$ cat config.mk
export PLATFORM = sky130hd
export DESIGN_NAME = bpio_port
export DESIGN_NICKNAME = d
export VERILOG_FILES = /design/src/verilog/bpio_pkg.sv /design/src/verilog/bpio_port.sv
export SDC_FILE = /design/constraint.sdc
export NUM_CORES = 1
export LEC_CHECK = 0
export ABC_AREA = 1
export BUFFER_PORTS_ARGS = -buffer_cell sky130_fd_sc_hd__buf_4
export CAP_MARGIN = 20
export CORE_ASPECT_RATIO = 2
export CORE_MARGIN = 2
export CORE_UTILIZATION = 54
export CTS_CLUSTER_DIAMETER = 200
export CTS_CLUSTER_SIZE = 40
export DETAILED_ROUTE_END_ITERATION = 8
export PLACE_DENSITY = 0.91
export SLEW_MARGIN = 5
export SYNTH_ARGS = -nofsm -noshare
export SYNTH_HDL_FRONTEND = slang
export SYNTH_SLANG_ARGS = --single-unit
$ cat constraint.sdc
create_clock -name clk_sys -period 2.93 [get_ports clk_sys]
set_input_delay 0.586 -clock clk_sys [delete_from_list [all_inputs] [get_ports clk_sys]]
set_output_delay 0.586 -clock clk_sys [all_outputs]
set_load 0.01 [all_outputs]
$ cat src/verilog/bpio_pkg.sv
// constants and types for the bidirectional port block
package bpio_pkg;
  localparam int unsigned ADDR_W = 8;
  localparam logic [7:0] ADDR_PA_DATA = 8'h00;
  localparam logic [7:0] ADDR_PA_DIR = 8'h01;
  localparam logic [7:0] ADDR_PA_PU = 8'h02;
  localparam logic [7:0] ADDR_PA_WU = 8'h03;
  localparam logic [7:0] ADDR_PB_DATA = 8'h04;
  localparam logic [7:0] ADDR_PB_DIR = 8'h05;
  localparam logic [7:0] ADDR_PB_PU = 8'h06;
  localparam logic [7:0] ADDR_PC_DATA = 8'h07;
  localparam logic [7:0] ADDR_PC_DIR = 8'h08;
  localparam logic [7:0] ADDR_PC_PU = 8'h09;
  // implemented bit masks per port
  localparam logic [7:0] MASK_A = 8'hff;
  localparam logic [7:0] MASK_B = 8'h0f;
  localparam logic [7:0] MASK_C = 8'h3f;
  // reserved bit of port B, held at a fixed value
  localparam logic [7:0] RSVD_B = 8'h10;
  localparam logic [7:0] RSVD_B_VAL = 8'h00;
  localparam logic [7:0] RST_DATA = 8'hff;
  localparam logic [7:0] RST_DIR = 8'hff;
  localparam logic [7:0] RST_PU = 8'h00;
  localparam logic [7:0] RST_WU = 8'h00;
  localparam logic [7:0] ALL_ZERO = 8'h00;
  // register bus request
  typedef struct packed {
    logic wrEn;
    logic rdEn;
    logic [7:0] addr;
    logic [7:0] wdata;
  } bpio_req_t;
  // per-port pad view
  typedef struct packed {
    logic [7:0] outVal;
    logic [7:0] outEn;
    logic [7:0] pullEn;
  } bpio_pad_t;
endpackage

$ cat src/verilog/bpio_port.sv
// three bidirectional gpio ports with pull-ups and port A wake-up
`timescale 1ns/1ps
module bpio_port (
  input wire logic clk_sys,
  input wire logic rstn,
  input wire bpio_pkg::bpio_req_t req,
  output logic [7:0] rdata,
  input wire logic [7:0] padAIn,
  input wire logic [7:0] padBIn,
  input wire logic [7:0] padCIn,
  output bpio_pkg::bpio_pad_t padA,
  output bpio_pkg::bpio_pad_t padB,
  output bpio_pkg::bpio_pad_t padC,
  input wire logic [7:0] gpioSelA,
  input wire logic [7:0] gpioSelB,
  input wire logic [7:0] gpioSelC,
  input wire logic [7:0] openDrainA,
  input wire logic [7:0] openDrainB,
  input wire logic [7:0] openDrainC,
  input wire logic powerDown,
  output logic wakeReq
);
  import bpio_pkg::*;

  logic [7:0] dataA_q, dirA_q, puA_q, wuA_q;
  logic [7:0] dataB_q, dirB_q, puB_q;
  logic [7:0] dataC_q, dirC_q, puC_q;
  logic [7:0] syncA1_q, syncA2_q, syncB1_q, syncB2_q, syncC1_q, syncC2_q;
  logic [7:0] prevA_q;
  logic [7:0] rdata_d;

  // merge a write into a register, clearing unimplemented bits and keeping reserved bits
  function automatic logic [7:0] wmask(input logic [7:0] old, input logic [7:0] wd,
                                       input logic [7:0] mask, input logic [7:0] rsv);
    wmask = (wd & mask & ~rsv) | (old & rsv);
  endfunction

  // readback: latch for outputs, synchronised pad for inputs
  function automatic logic [7:0] rdport(input logic [7:0] dat, input logic [7:0] dir,
                                        input logic [7:0] pin, input logic [7:0] mask);
    rdport = ((dir & pin) | (~dir & dat)) & mask;
  endfunction

  // two-flop synchronisers on pad inputs; first stage feeds only the second
  always_ff @(posedge clk_sys or negedge rstn) begin
    if (!rstn) begin
      syncA1_q <= ALL_ZERO;
      syncA2_q <= ALL_ZERO;
      syncB1_q <= ALL_ZERO;
      syncB2_q <= ALL_ZERO;
      syncC1_q <= ALL_ZERO;
      syncC2_q <= ALL_ZERO;
    end else begin
      syncA1_q <= padAIn;
      syncA2_q <= syncA1_q;
      syncB1_q <= padBIn;
      syncB2_q <= syncB1_q;
      syncC1_q <= padCIn;
      syncC2_q <= syncC1_q;
    end
  end

  // port A registers; latch changes only on its own write
  always_ff @(posedge clk_sys or negedge rstn) begin
    if (!rstn) begin
      dataA_q <= RST_DATA & MASK_A;
      dirA_q <= RST_DIR & MASK_A;
      puA_q <= RST_PU;
      wuA_q <= RST_WU;
    end else if (req.wrEn) begin
      if (req.addr == ADDR_PA_DATA) begin
        dataA_q <= wmask(dataA_q, req.wdata, MASK_A, ALL_ZERO);
      end
      if (req.addr == ADDR_PA_DIR) begin
        dirA_q <= wmask(dirA_q, req.wdata, MASK_A, ALL_ZERO);
      end
      if (req.addr == ADDR_PA_PU) begin
        puA_q <= wmask(puA_q, req.wdata, MASK_A, ALL_ZERO);
      end
      if (req.addr == ADDR_PA_WU) begin
        wuA_q <= wmask(wuA_q, req.wdata, MASK_A, ALL_ZERO);
      end
    end
  end

  // port B registers; bit 4 reserved and held
  always_ff @(posedge clk_sys or negedge rstn) begin
    if (!rstn) begin
      dataB_q <= (RST_DATA & MASK_B) | RSVD_B_VAL;
      dirB_q <= (RST_DIR & MASK_B) | RSVD_B_VAL;
      puB_q <= RST_PU | RSVD_B_VAL;
    end else if (req.wrEn) begin
      if (req.addr == ADDR_PB_DATA) begin
        dataB_q <= wmask(dataB_q, req.wdata, MASK_B, RSVD_B);
      end
      if (req.addr == ADDR_PB_DIR) begin
        dirB_q <= wmask(dirB_q, req.wdata, MASK_B, RSVD_B);
      end
      if (req.addr == ADDR_PB_PU) begin
        puB_q <= wmask(puB_q, req.wdata, MASK_B, RSVD_B);
      end
    end
  end

  // port C registers
  always_ff @(posedge clk_sys or negedge rstn) begin
    if (!rstn) begin
      dataC_q <= RST_DATA & MASK_C;
      dirC_q <= RST_DIR & MASK_C;
      puC_q <= RST_PU;
    end else if (req.wrEn) begin
      if (req.addr == ADDR_PC_DATA) begin
        dataC_q <= wmask(dataC_q, req.wdata, MASK_C, ALL_ZERO);
      end
      if (req.addr == ADDR_PC_DIR) begin
        dirC_q <= wmask(dirC_q, req.wdata, MASK_C, ALL_ZERO);
      end
      if (req.addr == ADDR_PC_PU) begin
        puC_q <= wmask(puC_q, req.wdata, MASK_C, ALL_ZERO);
      end
    end
  end

  // read mux; unmapped addresses answer zero
  always_comb begin
    rdata_d = ALL_ZERO;
    case (req.addr)
      ADDR_PA_DATA: rdata_d = rdport(dataA_q, dirA_q, syncA2_q, MASK_A);
      ADDR_PA_DIR: rdata_d = dirA_q;
      ADDR_PA_PU: rdata_d = puA_q;
      ADDR_PA_WU: rdata_d = wuA_q;
      ADDR_PB_DATA: rdata_d = rdport(dataB_q, dirB_q, syncB2_q, MASK_B);
      ADDR_PB_DIR: rdata_d = dirB_q & MASK_B;
      ADDR_PB_PU: rdata_d = puB_q & MASK_B;
      ADDR_PC_DATA: rdata_d = rdport(dataC_q, dirC_q, syncC2_q, MASK_C);
      ADDR_PC_DIR: rdata_d = dirC_q;
      ADDR_PC_PU: rdata_d = puC_q;
      default: rdata_d = ALL_ZERO;
    endcase
  end

  // registered read data, valid the edge after rdEn; level sampled at that edge
  always_ff @(posedge clk_sys or negedge rstn) begin
    if (!rstn) begin
      rdata <= ALL_ZERO;
    end else if (req.rdEn) begin
      rdata <= rdata_d;
    end
  end

  // pad drive: the latch drives while in output mode, pull-up only when not driving hard
  assign padA.outVal = dataA_q;
  assign padA.outEn = ~dirA_q & MASK_A;
  assign padA.pullEn = puA_q & (dirA_q | openDrainA) & MASK_A;
  assign padB.outVal = dataB_q & MASK_B;
  assign padB.outEn = ~dirB_q & MASK_B;
  assign padB.pullEn = puB_q & (dirB_q | openDrainB) & MASK_B;
  assign padC.outVal = dataC_q & MASK_C;
  assign padC.outEn = ~dirC_q & MASK_C;
  assign padC.pullEn = puC_q & (dirC_q | openDrainC) & MASK_C;

  // previous port A level for falling-edge detection; read only from stage two
  // resets low, so a pin that idles high after reset never shows a false fall
  always_ff @(posedge clk_sys or negedge rstn) begin
    if (!rstn) begin
      prevA_q <= ALL_ZERO;
    end else begin
      prevA_q <= syncA2_q;
    end
  end

  // wake pulse: enabled gpio pin falling while powered down
  logic [7:0] fallA;
  assign fallA = prevA_q & ~syncA2_q & wuA_q & gpioSelA;
  always_ff @(posedge clk_sys or negedge rstn) begin
    if (!rstn) begin
      wakeReq <= 1'b0;
    end else begin
      wakeReq <= powerDown && (fallA != ALL_ZERO);
    end
  end

  // function selects of B and C unused by any logic, pull gating included; kept for symmetry
  logic unusedSel;
  assign unusedSel = ^{gpioSelB, gpioSelC};
endmodule

==> summary.txt <==
Global route
  • First-pass GRT wire length: 22200 um
  • Largest net degree at the start of global routing: between 70 and 80
  • Vias in the first global route: 4616
  • Total congestion overflow: 0
  • Initial antenna violation count: 0
  • Tot GR Track Use: 29.1%

Drt
  • DRC viols: 0
  • DRT iter0 DRCs: 428
  • DRT Pass-1 Iters: 5
  • Via-per-instance ratio: 5.63
  • Via Count: between 4000 and 5000
  • Drt wl/cell: 17.3 um
  • Routed wire length: 14100 um
  • Routed Antenna Nets: 0

Setup path
  • Flop2flop setup slack: 1.37 ns
  • Launch point of the worst reg-to-reg path: dirC_q[4]$_DFFE_PN1P_
  • Worst path slowest cell: inv_2
  • Data arrival time of the critical path: 2.28 ns
  • Top delay family on crit path: simple AND/OR/NAND/NOR gates
  • Buf/Inv on CP: 2
  • Worst path most repeated cell: nand2_1
  • CP Data Required Time: 3.28 ns
  • R2R Path End: rdata[4]$_DFFE_PN0P_
  • CP max stage delay: 0.43 ns
  • Crit path max fanout: 34
  • Startpoint types: primary input
  • CP Class: primary input to register
  • CP Depth: 9
  • CP cell instances: buf_4 -> nor2_1 -> nand2_2 -> inv_2 -> nand2_1 -> o21ai_0 -> nand3b_1 -> nand2_1 -> nand2_1
  • Origin of the worst setup path: req[15]
  • Worst reg2reg path depth: 7
  • Setup crit end kind: register
  • Critical Path End: rdata[4]$_DFFE_PN0P_

Timing
  • Max-slew headroom: around 63%
  • Measured slew at the worst slew-check pin: 0.550 ns
  • Setup TNS: 0 ns
  • Setup-failing EPs final: 0
  • Clock skew: 0.00583 ns
  • Min Clock Period, post-route: between 1.5 and 2 ns
  • Fmax: ~520 MHz
  • RSZ-0062 raised after global routing: no
  • Fin. Hold Viols: 0
  • Max-slew violations: 0
  • Tcrit/Tclk final: around 66%

Placed design
  • Placed Cells: 781
  • DP HPWL: 9700 um
  • GPL Wtd Cong: 0.906
  • # port buffers: ~130

Synth
  • Cell taking the most area after synthesis: dfrtp_1
  • Yosys Warn Count: 0
  • Library cells used by synthesis: 25
  • Syn_area_per_cell: 8.99 um2
  • Post-synthesis sequential area ratio: 57.8%
  • Synthesized cell area: 0.00506 mm2
  • Top cell type's share of synthesized area: 39.1%
  • Synth Register Bits: 115
  • Top post-synthesis cells by area: dfrtp_1, dfstp_2, nand2_1
  • Synth Instances: 563

Floorplan
  • Row cnt: 50
  • DIE AREA: a little over 0.01 mm2
  • Die Wd: ~72 um
  • Starting Density: 54.6%
  • Die Y: 141 um
  • Total core area: 0.00926 mm2
  • Number of top-level pins: roughly 170

Clock tree
  • Worst-Skew Late Latency: between 0.4 and 0.5 ns
  • Clk sinks: 115
  • Clock tree buffer depth: 2
  • # resized after CTS: 0
  • Worst-path clk slew: ~0.050 ns
  • CTS tree: done
  • Hold buffer count at CTS: 0
  • H-tree depth: 4
  • CTS root buf: clkbuf_16
  • Post-CTS Setup Bufs: 0
  • CTS buffer count: 17

Min path
  • Tightest Hold Check Type: primary input to asynchronous set/reset pin

Finish
  • Core Util, Final: 70.9%
  • N_diodes: 0
  • Finished Layout Cells: 813
  • Layout Area Growth over Synthesis: 29.7%
  • Layout cells sized above 1: between 30 and 40%
  • NumNets Final: 789

Job
  • Max_cap viols: 0

Status
  • Status: finished clean

Power and ir drop
  • Peak supply drop: roughly 0.00062 V
  • Lkg Pwr: 3.10 nW
  • Pwr Density: 608 mW/mm2
power by group:
| group | internal (mW) | switching, mW | total (mW) |
|---|---|---|---|
| Clock | 1.19 | 0.744 | 1.94 |
| Sequential | 1.68 | 0.0561 | 1.74 |
| Combinational | 0.134 | 0.182 | 0.316 |
Yosys cell counts:
| cell type | count |
|---|---|
| nand4_1 | 8 |
| inv_2 | 4 |
| conb_1 | 1 |
| nand3_1 | 41 |
| nor2_4 | 1 |
| o21a_1 | 11 |
| a21boi_0 | 6 |
| buf_6 | 6 |
| o21ai_2 | 5 |
| nor3_1 | 2 |
| inv_1 | 46 |
| nand2_2 | 3 |
| o21ai_0 | 29 |
| nor2_1 | 44 |
| nand3b_1 | 2 |
| buf_2 | 7 |
| o21ai_1 | 46 |
| nor2_2 | 4 |
| nand3_2 | 6 |
| nand2_1 | 156 |
| buf_4 | 18 |
| dfrtp_1 | 79 |
| clkbuf_1 | 1 |
| dfstp_2 | 36 |
| nor3_2 | 1 |
worst min-delay path by stage:
stage                                startpoint               endpoint  slack (ns)  cells past startpoint
final                                      rstn  syncC1_q[1]$_DFF_PN0_        0.16                      1
after global routing                       rstn  syncC2_q[4]$_DFF_PN0_        0.20                      1
after CTS                                  rstn  syncC1_q[4]$_DFF_PN0_        0.18                      1
after detailed placement  syncA1_q[7]$_DFF_PN0_  syncA2_q[7]$_DFF_PN0_        0.33                      0
after global placement    syncA1_q[2]$_DFF_PN0_  syncA2_q[2]$_DFF_PN0_        0.33                      0
after floorplan                            rstn   prevA_q[0]$_DFF_PN0_        0.29                      0
cell families (layout without fill, tap and decap cells):
family	after synthesis	in the layout	share of synthesized area, %
compound gates	97	97	10.8
other cells	1	18	0.0741
buf+inv	82	211	8.48
simple gates	268	268	22.9
flops	115	115	57.8
flip-flops by register name, summed over array words and instances, names as in the netlist, 8 cells and up:
| register | count |
|---|---|
| rdata | 8 |
| syncA1_q | 8 |
| puA_q | 8 |
| dirA_q | 8 |
| wuA_q | 8 |
| prevA_q | 8 |
| dataA_q | 8 |
| syncA2_q | 8 |
cells in the final DEF (no fill, tap or decap), types with 4 or more instances in the layout:
master | Yosys | final
o21ai_0 | 29 | 29
clkbuf_16 | 0 | 17
nand3_1 | 41 | 41
nand3_2 | 6 | 6
o21ai_2 | 5 | 5
inv_2 | 4 | 4
nor2_1 | 44 | 44
nand2_1 | 156 | 156
conb_1 | 1 | 18
clkinvlp_4 | 0 | 4
inv_1 | 46 | 46
nor2_2 | 4 | 4
dfstp_2 | 36 | 36
nand4_1 | 8 | 8
a21boi_0 | 6 | 6
buf_4 | 18 | 128
o21a_1 | 11 | 11
dfrtp_1 | 79 | 79
o21ai_1 | 46 | 46
clkinv_4 | 0 | 5
cell type report:
| cell class | instances | area, um2 |
|---|---|---|
| inverters | 50 | 188 |
| clock inverters | 14 | 131 |
| repair buffers | 129 | 981 |
| clock buffers | 18 | 439 |
| fillers | 661 | 2700 |
| flip-flops and latches | 115 | 2920 |
| multi-input cells | 383 | 1770 |
| well taps | 104 | 130 |
metrics by stage:
step                      power [mW]  setup WS [ns]  area, um2  hold slack, ns
after detailed placement        2.07          0.663       5990           0.335
after global placement          2.06          0.743       5990           0.332
after CTS                       4.00           1.03       6560           0.175
final                           3.99           1.00       6560           0.155
after global routing            4.12          0.893       6560           0.203
after floorplan                 1.89           1.34       5120           0.290
layer usage:
metal | global-route usage (%) | share of wire, %
met2 | 51.3 | 55
met4 | 19.7 | 6.6
met3 | 6.79 | 6.4
met1 | 29.4 | 32
met5 | 0 | 0
Power figures use the tool's default switching activity.
